$ cat src/gipb_pkg.sv
// Shared constants for the general purpose pin bank.
// Assumes a single 250 MHz clock and a synchronous active-high reset.
package gipb_pkg;

    // ==========================================================
    // Geometry
    localparam int NUM_BANKS = 9;
    localparam int BANK_W    = 8;
    localparam int NUM_PINS  = NUM_BANKS * BANK_W;
    localparam int OD_MODS   = 6;

    // ==========================================================
    // Bank indices, in select-code order
    localparam logic [3:0] BANK_A = 4'h0;
    localparam logic [3:0] BANK_B = 4'h1;
    localparam logic [3:0] BANK_C = 4'h2;
    localparam logic [3:0] BANK_D = 4'h3;
    localparam logic [3:0] BANK_E = 4'h4;
    localparam logic [3:0] BANK_F = 4'h5;
    localparam logic [3:0] BANK_G = 4'h6;
    localparam logic [3:0] BANK_H = 4'h7;
    localparam logic [3:0] BANK_J = 4'h8;

    // ==========================================================
    // Register selects within one bank
    localparam logic [1:0] REG_PIN  = 2'h0;
    localparam logic [1:0] REG_DIR  = 2'h1;
    localparam logic [1:0] REG_HOLD = 2'h2;

    // ==========================================================
    // Field positions in the bank G registers
    localparam int PU_D_BIT = 7;
    localparam int PU_E_BIT = 6;
    localparam int PU_J_BIT = 5;
    localparam int OD_LO    = 5;
    localparam int OD_HI    = 7;

    // ==========================================================
    // Reset values
    localparam logic [7:0] DIR_RST  = 8'hFF;
    localparam logic [7:0] HOLD_RST = 8'h00;
    localparam logic [2:0] PU_RST   = 3'h0;
    localparam logic [7:0] RD_ZERO  = 8'h00;

    // Open-drain module codes seen per pin; zero means none.
    typedef enum logic [2:0] {
        GIPB_OD_NONE  = 3'h0,
        GIPB_OD_SER1  = 3'h1,
        GIPB_OD_SER2  = 3'h2,
        GIPB_OD_SPI   = 3'h3,
        GIPB_OD_CC1   = 3'h4,
        GIPB_OD_CC2   = 3'h5,
        GIPB_OD_CC3   = 3'h6
    } gipb_od_type;

endpackage

$ cat src/gipb_bank.sv
// General purpose pin bank: nine 8-bit banks with direction, output hold
// and pin-level paths, peripheral takeover, pull-ups and open drain.
// Assumes pins are sampled here through a two-stage synchroniser and the
// pad cell resolves the wire level from pin_out and pin_oe.
//
// What this block does
// - Nine banks, each with direction, pin-level and output hold registers.
// - Direction bit one makes the pin an input with driver released.
// - Direction bit zero drives the pin from its output hold bit.
// - Reading the pin-level register returns sampled pin levels, except bank G bits 7:5.
// - Writing the pin-level register writes the output hold register.
// - Reading the output hold register returns latched values, not pins.
// - An enabled peripheral takes the pin over from general purpose use.
// - Only banks B, D, E and J have weak pull-ups.
// - One pull-up enable per bank; B external, D E J in bank G bits 7:5.
// - Open drain only on serial, SPI and capture/compare outputs.
// - Open drain enabled per module by bits in bank G direction and hold.
// - Open drain drives low only; an outside resistor pulls high.
`timescale 1ns/1ps

module gipb_bank
    import gipb_pkg::*;
(
    // Clock and reset
    input  wire logic                          ref_clk,
    input  wire logic                          sys_rst,
    // Software register access
    input  wire logic                          wr_en,
    input  wire logic                          rd_en,
    input  wire logic [3:0]                    bank_sel,
    input  wire logic [1:0]                    reg_sel,
    input  wire logic [7:0]                    wr_data,
    output logic      [7:0]                    rd_data,
    output logic                               rd_valid,
    // Pull-up enable for bank B, held in interrupt_control_two bit 7
    input  wire logic                          bank_b_pullup_enable,
    // Peripheral side, one bit per pin, plus a 3-bit open-drain module code per pin
    input  wire logic [NUM_PINS-1:0]           periph_en,
    input  wire logic [NUM_PINS-1:0]           periph_out,
    input  wire logic [NUM_PINS-1:0]           periph_oe,
    input  wire logic [NUM_PINS-1:0][2:0]      periph_od_mod,
    // Pads
    input  wire logic [NUM_PINS-1:0]           pin_in,
    output logic      [NUM_PINS-1:0]           pin_out,
    output logic      [NUM_PINS-1:0]           pin_oe,
    output logic      [NUM_PINS-1:0]           pin_pullup
);

    // ==========================================================
    // Storage
    logic [7:0]          dir  [NUM_BANKS];
    logic [7:0]          hold [NUM_BANKS];
    logic [2:0]          pu_dej;
    logic [NUM_PINS-1:0] sync_a;
    logic [NUM_PINS-1:0] sync_b;
    logic                sel_ok;
    logic [OD_MODS-1:0]  od_en;
    logic [NUM_PINS-1:0] od_act;
    logic [7:0]          next_rd;

    assign sel_ok = (bank_sel < 4'(NUM_BANKS));

    // ==========================================================
    // Input synchroniser
    // two-stage synchroniser
    always_ff @(posedge ref_clk)
    begin
        if (sys_rst)
        begin
            sync_a <= '0;
            sync_b <= '0;
        end
        else
        begin
            sync_a <= pin_in;
            sync_b <= sync_a;
        end
    end

    // ==========================================================
    // Register writes
    // per-bank register set
    always_ff @(posedge ref_clk)
    begin
        if (sys_rst)
        begin
            for (int b = 0; b < NUM_BANKS; b++)
            begin
                dir[b]  <= DIR_RST;
                hold[b] <= HOLD_RST;
            end
        end
        else if (wr_en && sel_ok)
        begin
            if (reg_sel == REG_DIR)
            begin
                dir[bank_sel] <= wr_data;
            end
            else if ((reg_sel == REG_PIN) || (reg_sel == REG_HOLD))
            begin
                hold[bank_sel] <= wr_data;
            end
        end
    end

    // Bank G pin register carries the D, E and J pull-up enables in its top bits.
    // bank G pull-up bits
    always_ff @(posedge ref_clk)
    begin
        if (sys_rst)
        begin
            pu_dej <= PU_RST;
        end
        else if (wr_en && (bank_sel == BANK_G) && (reg_sel == REG_PIN))
        begin
            pu_dej <= wr_data[PU_D_BIT:PU_J_BIT];
        end
    end

    // ==========================================================
    // Register reads
    always_comb
    begin
        next_rd = RD_ZERO;
        if (!sel_ok)
        begin
            next_rd = RD_ZERO;
        end
        else if (reg_sel == REG_PIN)
        begin
            next_rd = sync_b[bank_sel*BANK_W +: BANK_W];
            if (bank_sel == BANK_G)
            begin
                next_rd[PU_D_BIT:PU_J_BIT] = pu_dej;
            end
        end
        else if (reg_sel == REG_DIR)
        begin
            next_rd = dir[bank_sel];
        end
        else if (reg_sel == REG_HOLD)
        begin
            next_rd = hold[bank_sel];
        end
    end

    always_ff @(posedge ref_clk)
    begin
        if (sys_rst)
        begin
            rd_data  <= RD_ZERO;
            rd_valid <= 1'b0;
        end
        else
        begin
            rd_valid <= rd_en;
            if (rd_en)
            begin
                rd_data <= next_rd;
            end
        end
    end

    // ==========================================================
    // Pad drive
    // Open-drain enables: direction bits 7:5 then hold bits 7:5 of bank G.
    // module open-drain bits
    assign od_en = {hold[BANK_G][OD_HI:OD_LO], dir[BANK_G][OD_HI:OD_LO]};

    always_comb
    begin
        for (int p = 0; p < NUM_PINS; p++)
        begin
            // only tagged module outputs
            // Code 7 names no module, so it must never index past the enables.
            od_act[p] = periph_en[p] && (periph_od_mod[p] != GIPB_OD_NONE)
                        && (periph_od_mod[p] <= GIPB_OD_CC3)
                        && od_en[periph_od_mod[p] - 3'h1];
            if (od_act[p])
            begin
                pin_out[p] = 1'b0;
                pin_oe[p]  = periph_oe[p] && !periph_out[p];
            end
            else if (periph_en[p])
            begin
                pin_out[p] = periph_out[p];
                pin_oe[p]  = periph_oe[p];
            end
            else
            begin
                pin_out[p] = hold[p / BANK_W][p % BANK_W];
                pin_oe[p]  = !dir[p / BANK_W][p % BANK_W];
            end
        end
    end

    // Pull-ups are a weak bias; the pad ignores them while the pin is driven.
    // pull-ups on B, D, E, J only
    always_comb
    begin
        pin_pullup = '0;
        pin_pullup[BANK_B*BANK_W +: BANK_W] = {BANK_W{bank_b_pullup_enable}};
        pin_pullup[BANK_D*BANK_W +: BANK_W] = {BANK_W{pu_dej[2]}};
        pin_pullup[BANK_E*BANK_W +: BANK_W] = {BANK_W{pu_dej[1]}};
        pin_pullup[BANK_J*BANK_W +: BANK_W] = {BANK_W{pu_dej[0]}};
    end

    // ==========================================================
    // Checks
    logic [NUM_PINS-1:0] gpio_pin;
    logic [7:0]          sel_hold;
    logic [NUM_PINS-1:0] hold_flat;
    logic [NUM_PINS-1:0] dir_flat;

    always_comb
    begin
        for (int p = 0; p < NUM_PINS; p++)
        begin
            hold_flat[p] = hold[p / BANK_W][p % BANK_W];
            dir_flat[p]  = dir[p / BANK_W][p % BANK_W];
        end
    end
    assign gpio_pin = ~periph_en;
    assign sel_hold = sel_ok ? hold[bank_sel] : RD_ZERO;
endmodule

$ cat config.mk
export PLATFORM = sky130hd
export DESIGN_NAME = gipb_bank
export DESIGN_NICKNAME = d
export VERILOG_FILES = /design/src/gipb_pkg.sv /design/src/gipb_bank.sv
export SDC_FILE = /design/constraint.sdc
export NUM_CORES = 1
export LEC_CHECK = 0
export ABC_CLOCK_PERIOD_IN_PS = 7000
export BUFFER_PORTS_ARGS = -buffer_cell sky130_fd_sc_hd__buf_2
export CAP_MARGIN = 20
export CELL_PAD_IN_SITES_DETAIL_PLACEMENT = 0
export CELL_PAD_IN_SITES_GLOBAL_PLACEMENT = 2
export CORE_MARGIN = 10
export CORE_UTILIZATION = 37
export CTS_CLUSTER_DIAMETER = 150
export CTS_CLUSTER_SIZE = 24
export DETAILED_ROUTE_END_ITERATION = 10
export PLACE_DENSITY_LB_ADDON = 0.08
export SYNTH_ARGS = -nofsm -noshare
export SYNTH_HDL_FRONTEND = slang
export SYNTH_SLANG_ARGS = --single-unit
$ cat constraint.sdc
create_clock -name ref_clk -period 7 [get_ports ref_clk]
set_input_delay 1.4 -clock ref_clk [delete_from_list [all_inputs] [get_ports ref_clk]]
set_output_delay 1.4 -clock ref_clk [all_outputs]
set_load 0.005 [all_outputs]
* Word-level counts from Yosys, hierarchy flattened
Memory sizes are Yosys's and may differ from the RTL's.
Index checks and enable logic that the tools add are counted.
** Word-level totals
- Bits in registers :: 156
- Bits in latches :: 0
- Bits in writable memories :: 144
- Memory bits (read-only) :: 0
- Input port bits :: 523
- Output and inout bits :: 225
- Word-level logic and storage cells :: 1193
- Memories :: 2
** Cells by class
- Add/subtract/negate cells :: 72
- $mul :: 0
- Div/mod/pow operators :: 0
- $lt $le $gt $ge :: 145
- Equal/unequal tests :: 3
- Shift-type cells :: 1
- Muxes and demuxes :: 454
- Bitwise operators :: 0
- Reduce and logical (&&, ||, !) cells :: 511
** Memories
- dir :: depth 9, bits a word 8, read ports 10, clocked after Yosys merged registers in 0, wr ports 9, RTL line gipb_bank.sv:51 : logic [7:0] dir [NUM_BANKS];
- hold :: depth 9, bits a word 8, read ports 10, clocked after Yosys merged registers in 0, wr ports 9, RTL line gipb_bank.sv:52 : logic [7:0] hold [NUM_BANKS];
** Operator list (number)
- 2-to-1 mux 1 bit :: 373
- logical AND 1 bit :: 291
- less-than comparator 3 x 4 -> 1 bit (second input constant) :: 72
- binary-select mux 1 bit (select 3 bit) :: 72
- <= comparator 3 bit (second input constant) :: 72
- nonzero test 3 bit :: 72
- subtractor 3 x 1 -> 3 bit (second input constant) :: 72
- zero test 1 bit :: 144
- indexed part select 72 x 8 -> 8 bit :: 1
- 2-to-1 mux 8 bit :: 6
- OR reduction 8 bit :: 2
- 2-to-1 mux 4 bit :: 2
- equality test 4 x 3 -> 1 bit (second input constant) :: 1
- less-than comparator 4 bit (second input constant) :: 1
- 2-to-1 mux 3 bit :: 1
- equality test 2 x 1 -> 1 bit (second input constant) :: 1
- equality test 2 bit (second input constant) :: 1
- zero test 2 bit :: 1
- logical OR 1 bit :: 1

* Depth between registers and ports, before layout
Gate-level depths: netlist of run 1.
- Word-level depth :: 9
- Depth in mapped cells :: 9
- Mapped depth without buffers :: 7

* Worst setup path before layout of run 1
Ideal clock, no wire load.
- Path kind :: input port to output port
- From :: input port periph_od_mod[30] (netlist bit)
- To :: output port pin_oe[10]
- Arrival :: 2852 ps
- Required time :: 5600 ps
- Slack :: 2748 ps
- Stages :: 7
- Buffers on the path :: 0
- Path through :: inv_1 ha_1 mux4_2 and2_1 o2111a_1 a21oi_1 o21bai_1
** On the way
- Word-level cells in the longest chain between the ends :: 5
- Elaborated cells on any way between the ends :: 9
- Those cells by class :: 1 x add/sub; 1 x order compare; 3 x mux; 4 x reduce/logical
** RTL lines
- start, declared :: RTL line gipb_bank.sv:41 : input wire logic [NUM_PINS-1:0][2:0] periph_od_mod,
- subtractor 3 x 1 -> 3 bit or nonzero test 3 bit (tied branches) :: RTL line gipb_bank.sv:178, gipb_bank.sv:176
- binary-select mux 1 bit (select 3 bit) or logical AND 1 bit (tied branches) :: RTL line gipb_bank.sv:178, gipb_bank.sv:176
- 2-to-1 mux 1 bit (not written as such) or logical AND 1 bit (tied branches) :: RTL line gipb_bank.sv:178, gipb_bank.sv:177
- logical AND 1 bit (*) :: RTL line gipb_bank.sv:178 : && od_en[periph_od_mod[p] - 3'h1];
- 2-to-1 mux 1 bit (*) :: RTL line gipb_bank.sv:179 : if (od_act[p])
- end, declared :: RTL line gipb_bank.sv:45 : output logic [NUM_PINS-1:0] pin_oe,
Every way passes the cells marked *; elsewhere a longest branch is shown, timed or not. The select of a mux whose other input is x is not followed.

* Worst setup path after layout of run 1
- From :: input port periph_od_mod[204] (netlist bit)
- To :: output port pin_oe[68]
Same word-level chain as after synthesis.

==> results_dict.tcl, run 1 <==
set metrics [dict create \
    status "finished, final reports clean" \
    period_minus_slack_ns 4.75 \
    grt_pass1_vias 22400 \
    drtIter0Drc 1371 \
    hold_slack_ns 0.430 \
    cpLargestDelayFamily "compound AO/OA/AOI/OAI gates" \
    power.share.switching_pct 28.6 \
    initial_utilization_pct 37.3 \
    synth.avg_cell_area_um2 11.0 \
    path_class "primary input to output port" \
    synth_seq_cells 406 \
    root_buffer "clkbuf_16" \
    whs_path_depth 1 \
    power_leakage_nw 14.5 \
    fp.dieArea_mm2 0.0863 \
    cts.clk_slew.worst_paths_ns 0.11 \
    cp-start-kind "primary input" \
    wl_per_cell_um 26.3 \
    total_power_mw 5.40 \
    fin_worst_skew_ns 0.0316 \
    cts_buffers 20 \
    r2r_start "hold[6][5]" \
    yosys_most_used_dff "edfxtp_1" \
    fp.dieH_um 294 \
    crit_path_cell_trace "buf_2 -> inv_1 -> ha_1 -> mux4_2 -> and2_1 -> o2111a_1 -> a21oi_1 -> o21bai_1 -> buf_2" \
    grt_max_degree 95 \
    max_slew_margin_pct 32.4 \
    synthArstFlopShare_pct 0 \
    critPathMaxFanout 3 \
    place_area_mm2 0.0320 \
    stdcell_count 4215 \
    drtPass1Iterations 5 \
    synth.area.top_cells "edfxtp_1 28%, dfxtp_1 11%, ha_1 9.7%, mux4_2 9.3%, mux2i_1 5.9%" \
    postSynthCellCount 2512 \
    ios 748 \
    synth_top_cell_area_share_pct 27.7 \
    synthesis.area_mm2 0.0277 \
    rsz0062_at_grt "no" \
    setup_viol 0 \
    hold_path_class "flip-flop to flip-flop" \
    clockPowerShare_pct 24.3 \
    cts_tree "yes" \
    maxSlewViolCount 0 \
    drt_wl_total_um 111000 \
    area_delta_synth_final_pct 17.7 \
    cts_hold_buf 0 \
    htree_levels 1 \
    clock-sinks 406 \
    ys_warn_count 0 \
    power_frac_seq_pct 51.6 \
    critPathCaptureType "output port" \
    layout-drive-gt1-share_pct 28.5 \
    yosysSeqAreaShare_pct 38.6 \
    path_buf_inv 3 \
    grt_pass1_wl_um 156000 \
    most-common-layout-cells "692 x buf_2, 256 x edfxtp_1, 216 x ha_1" \
    portBuffers 695 \
    ant_nets 0 \
    fmaxAchievable_mhz 210 \
    fin_crit_sh_pct 67.9 \
    place.gp.congestion 0.886 \
    clk_latency_ns 0.55 \
    cpMostUsedCell "buf_2" \
    cts.repair.resized 0 \
    dp_hpwl_um 89900 \
    grt_usage_pct 24.3 \
    comb_power_share_pct 24.1 \
    cp.arrival_ns 3.35 \
    die_w_um 294 \
    yosys.area.top_type "edfxtp_1" \
    row_count 100 \
    synth_cell_types 71 \
    cpPeakStageDelay_ns 0.49 \
    required_ns 5.60 \
    timing.rr.end "rd_data[5]" \
    peakVddDrop_mv 0.179 \
    min_to "sync_b[65]" \
    worstMarginPinSlew_ns 1.01 \
    grt_antenna_before_repair 35 \
    core_mm2 0.0743 \
    overflow 0 \
    r2r_cells 6 \
    post-cts-setup-buffers 0 \
    rrSetupSlack_ns 4.23 \
    switching_power_mw 1.54 \
    dp_cells 4161 \
    vias_per_cell 5.23 \
    fin_area_mm2 0.0326 \
    cp_slowest_cell "mux4_2" \
    p_per_area_mw_per_mm2 165 \
    synth_edf_count 256 \
    max_cap_viol_count 0 \
    num-nets-final 3953 \
    dr_total_vias 22100 \
    tns_ns 0 \
    hp-start "sync_a[65]" \
    mostFrequentLayoutCell "buf_2" \
    drc_errors 0 \
    hold_viol 0 \
    clock_path_buffers 3 \
    internal-power_mw 3.85 \
]
synth_stat cells (all sizes together), types with 2 or more instances:
library cell / n
a22oi: 13
nand4: 4
o22ai: 7
and2b: 3
a31oi: 6
mux2: 22
or3: 3
o21bai: 62
clkbuf: 79
a211oi: 9
o32a: 2
mux2i: 163
nand2: 100
a21oi: 107
and2: 119
mux4: 130
edfxtp: 256
nand3: 22
a22o: 10
a2bb2oi: 2
o2111a: 47
inv: 163
xor2: 15
nand3b: 48
o211ai: 2
xnor2: 57
nor3: 12
nand2b: 101
ha: 216
nor3b: 47
o221ai: 18
nor2: 130
o32ai: 3
dfxtp: 150
or2: 63
nor4: 11
and3: 11
nor2b: 152
o21ai: 25
and3b: 2
buf: 104
stage by stage:
stage	setup WS [ns]	utilization, %
after floorplan	2.75	-
after global placement	2.32	43.1
after detailed placement	2.28	43.1
after CTS	2.26	43.9
after global routing	2.15	43.9
final	2.25	43.9
kinds of logic (layout without fill, tap and decap cells):
family	after synthesis	in the layout	share of synthesized area, %
AOI/OAI and AO/OA	324	324	8.40
xor gates and xnor gates	72	72	2.27
adders and majority gates	216	216	9.75
buffers and inverters	346	909	6.18
DFF	406	406	38.6
muxes	315	315	17.5
other	1	172	0.0135
and+or+nand+nor	832	832	17.3
area by class of cell:
type                       instances  area, um2
antenna                           20       50.0
clock buffer                      33        571
clock inverter                     1       3.75
fill                            7234      41700
inverter                         163        612
multi-input combinational       1911      15900
sequential                       406      10700
tap                              969       1210
timing repair buffer             712       3610
power by group through the flow:
stage	Clock (mW)	Combinational [mW]	Sequential, mW
6_report	1.31	1.30	2.79
3_3_place_gp	0	1.27	2.84
5_1_grt	1.43	1.42	2.80
4_1_cts	1.35	1.31	2.79
2_1_floorplan	0	0.782	2.76
3_5_place_dp	0	1.30	2.84
state kept, by name, indices dropped and copies added, names as in the netlist:
register  count
dir         128
hold        128
rd_valid      1
rd_data       8
sync_b       69
sync_a       69
pu_dej        3
how the worst max path moves through the flow:
stage                       startpoint          to  cells after the start
finish              periph_od_mod[204]  pin_oe[68]                      9
global route          periph_od_mod[6]   pin_oe[2]                      9
CTS                 periph_od_mod[204]  pin_oe[68]                      9
detailed placement  periph_od_mod[204]  pin_oe[68]                      9
global placement      periph_od_mod[6]   pin_oe[2]                      9
floorplan            periph_od_mod[30]  pin_oe[10]                      7
routing by layer:
metal  track usage (%)  up-vias  part of all wire, %
li1                  -    10100                    -
met1              29.5    11100                   40
met2              44.3      701                   51
met3              3.94      123                  5.9
met4              5.70       16                  2.4
met5                 0        -                0.096
Note: power is estimated with default switching activity, not from simulation.
==> inputs of run 2 (changes only) <==
--- a/config.mk
+++ b/config.mk
@@ -5,13 +5,14 @@
 export SDC_FILE = /design/constraint.sdc
 export NUM_CORES = 1
 export LEC_CHECK = 0
-export ABC_CLOCK_PERIOD_IN_PS = 7000
+export ABC_AREA = 1
+export ABC_CLOCK_PERIOD_IN_PS = 4450
 export BUFFER_PORTS_ARGS = -buffer_cell sky130_fd_sc_hd__buf_2
 export CAP_MARGIN = 20
 export CELL_PAD_IN_SITES_DETAIL_PLACEMENT = 0
 export CELL_PAD_IN_SITES_GLOBAL_PLACEMENT = 2
 export CORE_MARGIN = 10
-export CORE_UTILIZATION = 37
+export CORE_UTILIZATION = 30
 export CTS_CLUSTER_DIAMETER = 150
 export CTS_CLUSTER_SIZE = 24
 export DETAILED_ROUTE_END_ITERATION = 10
==> constraint.sdc (replaced) <==
create_clock -name ref_clk -period 4.45 [get_ports ref_clk]
set_input_delay 0.89 -clock ref_clk [delete_from_list [all_inputs] [get_ports ref_clk]]
set_output_delay 0.89 -clock ref_clk [all_outputs]
set_load 0.005 [all_outputs]
==> run 2 against run 1 <==
Net effect:
- via count rose by 21%
- sequential cell count unchanged
- clock skew shrank 0.014 ns
- sequential share of layout area fell by 1.1 points
- global-route usage decreased by 3.4 points
- sequential power up 56%
- critical path depth decreased by 1
- hold slack worse by 0.038 ns
- setup slack worse by 1.4 ns
- routed wire length rose by 6.5%
- non-clock buffer count increased by 9
- highest routed layer unchanged
==> results_dict.tcl, run 2 <==
set metrics [dict create \
    status "finished, final reports clean" \
    period_minus_slack_ns 3.65 \
    power.share.switching_pct 31.6 \
    grt_max_degree 97 \
    synthAdderAreaFrac_pct 9.55 \
    mostFrequentLayoutCell "nand2_1" \
    hold_viol 0 \
    dr_total_vias 26700 \
    layout-drive-gt1-share_pct 16.8 \
    synth_seq_cells 406 \
    cts.clk_slew.worst_paths_ns 0.11 \
    num-nets-final 5341 \
    drtPass1Iterations 5 \
    post-cts-setup-buffers 0 \
    clockPowerShare_pct 24.4 \
    yosysSeqAreaShare_pct 37.8 \
    cts_hold_buf 0 \
    tns_ns 0 \
    yosys_most_used_dff "edfxtp_1" \
    dp_cells 5834 \
    synth.avg_cell_area_um2 7.26 \
    max_slew_margin_pct 33.7 \
    cts.repair.resized 0 \
    clk_latency_ns 0.55 \
    ys_warn_count 0 \
    fp.dieArea_mm2 0.107 \
    place.gp.congestion 0.842 \
    synth_top_cell_area_share_pct 27.2 \
    initial_utilization_pct 30.3 \
    switching_power_mw 2.75 \
    grt_pass1_wl_um 171000 \
    synth_edf_count 256 \
    htree_levels 1 \
    cp.arrival_ns 2.76 \
    internal-power_mw 5.96 \
    grt_antenna_before_repair 24 \
    rsz0062_at_grt "no" \
    core_mm2 0.0935 \
    yosys.area.top_type "edfxtp_1" \
    area_delta_synth_final_pct 19.4 \
    grt_usage_pct 20.9 \
    drtIter0Drc 1651 \
    synth_mux_area_share_pct 0.920 \
    dp_hpwl_um 94500 \
    overflow 0 \
    required_ns 3.56 \
    drt_wl_total_um 118000 \
    cts_buffers 20 \
    synth_simple_gate_area_share_pct 23.5 \
    most-common-layout-cells "1033 x nand2_1, 693 x buf_2, 508 x nor2_1" \
    fin_worst_skew_ns 0.0180 \
    p_per_area_mw_per_mm2 258 \
    row_count 112 \
    synth_compound_area_share_pct 15.4 \
    clock-sinks 406 \
    max_cap_viol_count 0 \
    cts_tree "yes" \
    root_buffer "clkbuf_16" \
    cp_slowest_cell "o31ai_1" \
    drc_errors 0 \
    worstMarginPinSlew_ns 0.988 \
    cpPeakStageDelay_ns 0.44 \
    synth_common_cells "1036 x nand2_1, 509 x nor2_1, 500 x inv_1" \
    critPathMaxFanout 67 \
    hold_path_class "flip-flop to flip-flop" \
    fp.dieH_um 327 \
    synthXorXnorAreaFrac_pct 2.23 \
    comb_power_share_pct 25.8 \
    peakVddDrop_mv 0.258 \
    final_util_pct 36.2 \
    fin_crit_sh_pct 82.0 \
    grt_pass1_vias 25900 \
    synth_top_family_by_area "simple AND/OR/NAND/NOR gates" \
    vias_per_cell 4.53 \
    wl_per_cell_um 20.1 \
    cp-start-kind "flip-flop" \
    maxSlewViolCount 0 \
    synthesis.area_mm2 0.0283 \
    postSynthCellCount 3898 \
    crit_path_cell_trace "clkinv_2 -> buf_12 -> o21ai_0 -> a21oi_1 -> nor3_1 -> nand2_1 -> o31ai_1 -> buf_2" \
    power_frac_seq_pct 49.9 \
    yosys.cell_count.top_type "nand2_1" \
    path_class "flip-flop to output port" \
    ios 748 \
    fmaxAchievable_mhz 274 \
    reg.largest.list "dir x128, hold x128" \
    ant_nets 0 \
    clock_path_buffers 3 \
    stdcell_count 5880 \
    setup_viol 0 \
    critPathCaptureType "output port" \
    synth_cell_types 40 \
    synthArstFlopShare_pct 0 \
    die_w_um 327 \
    power_leakage_nw 16.7 \
    synth.area.top_cells "edfxtp_1 27%, nand2_1 14%, dfxtp_1 11%, ha_1 9.5%, nor2_1 6.8%" \
    portBuffers 695 \
]
run 2: worst max-delay path, delay by kind of cell, from the launching register on:
kind | cells | cell delay (ns)
AO/OA/AOI/OAI | 3 | 0.79
buffers and inverters | 3 | 0.63
flip-flops | 1 | 0.37
AND/OR/NAND/NOR | 2 | 0.31
run 2: path summary, 6_finish.rpt:
kind,slack [ns],start,depth (start not counted),end
max,0.80,hold[6][7],8,pin_oe[33]
min,0.39,sync_a[63],2,sync_b[63]
max reg2reg,2.35,hold[6][7],11,rd_data[7]
min reg2reg,0.39,sync_a[63],2,sync_b[63]
run 2: logic make-up (layout without fill, tap and decap cells):
kind of cell,count (synthesis),in the layout
compound gates,758,758
xor+xnor,72,72
fa+ha+maj,216,216
buf+inv,716,1282
flops,406,406
mux,26,26
other cells,1,163
simple gates,1703,1703
run 2: final cells by class:
class                           count  area [um2]
Timing Repair Buffer              721        3770
Inverter                          526        1980
Multi-Input combinational cell   2927       15200
Antenna cell                       11        27.5
Fill cell                       10300       59700
Sequential cell                   406       10700
Clock buffer                       35         588
Tap cell                         1254        1570
run 2: metal layers:
| metal | track usage (%) | up-vias | share of wire, % |
|---|---|---|---|
| met2 | 39.5 | 630 | 52 |
| met4 | 2.34 | 20 | 0.87 |
| met5 | 0 | - | 0.11 |
| met3 | 2.97 | 65 | 5.4 |
| li1 | - | 13800 | - |
| met1 | 25.5 | 12200 | 42 |
run 2: per-stage QoR:
step | total power, mW | setup slack, ns | cell area [um2] | hold WS [ns]
2_1_floorplan | 5.64 | 1.72 | 28900 | 0.388
3_3_place_gp | 6.70 | 0.990 | 33200 | 0.392
3_5_place_dp | 6.71 | 0.979 | 33200 | 0.394
4_1_cts | 8.84 | 0.762 | 33800 | 0.394
5_1_grt | 9.23 | 0.612 | 33800 | 0.417
6_report | 8.71 | 0.799 | 33800 | 0.392
run 2: power by group through the flow:
stage / Sequential, mW / Combinational, mW / Clock [mW]
after global routing: 4.36 / 2.55 / 2.32
after detailed placement: 4.44 / 2.27 / 0
after floorplan: 4.35 / 1.29 / 0
after global placement: 4.44 / 2.27 / 0
after CTS: 4.35 / 2.28 / 2.21
final: 4.34 / 2.24 / 2.12
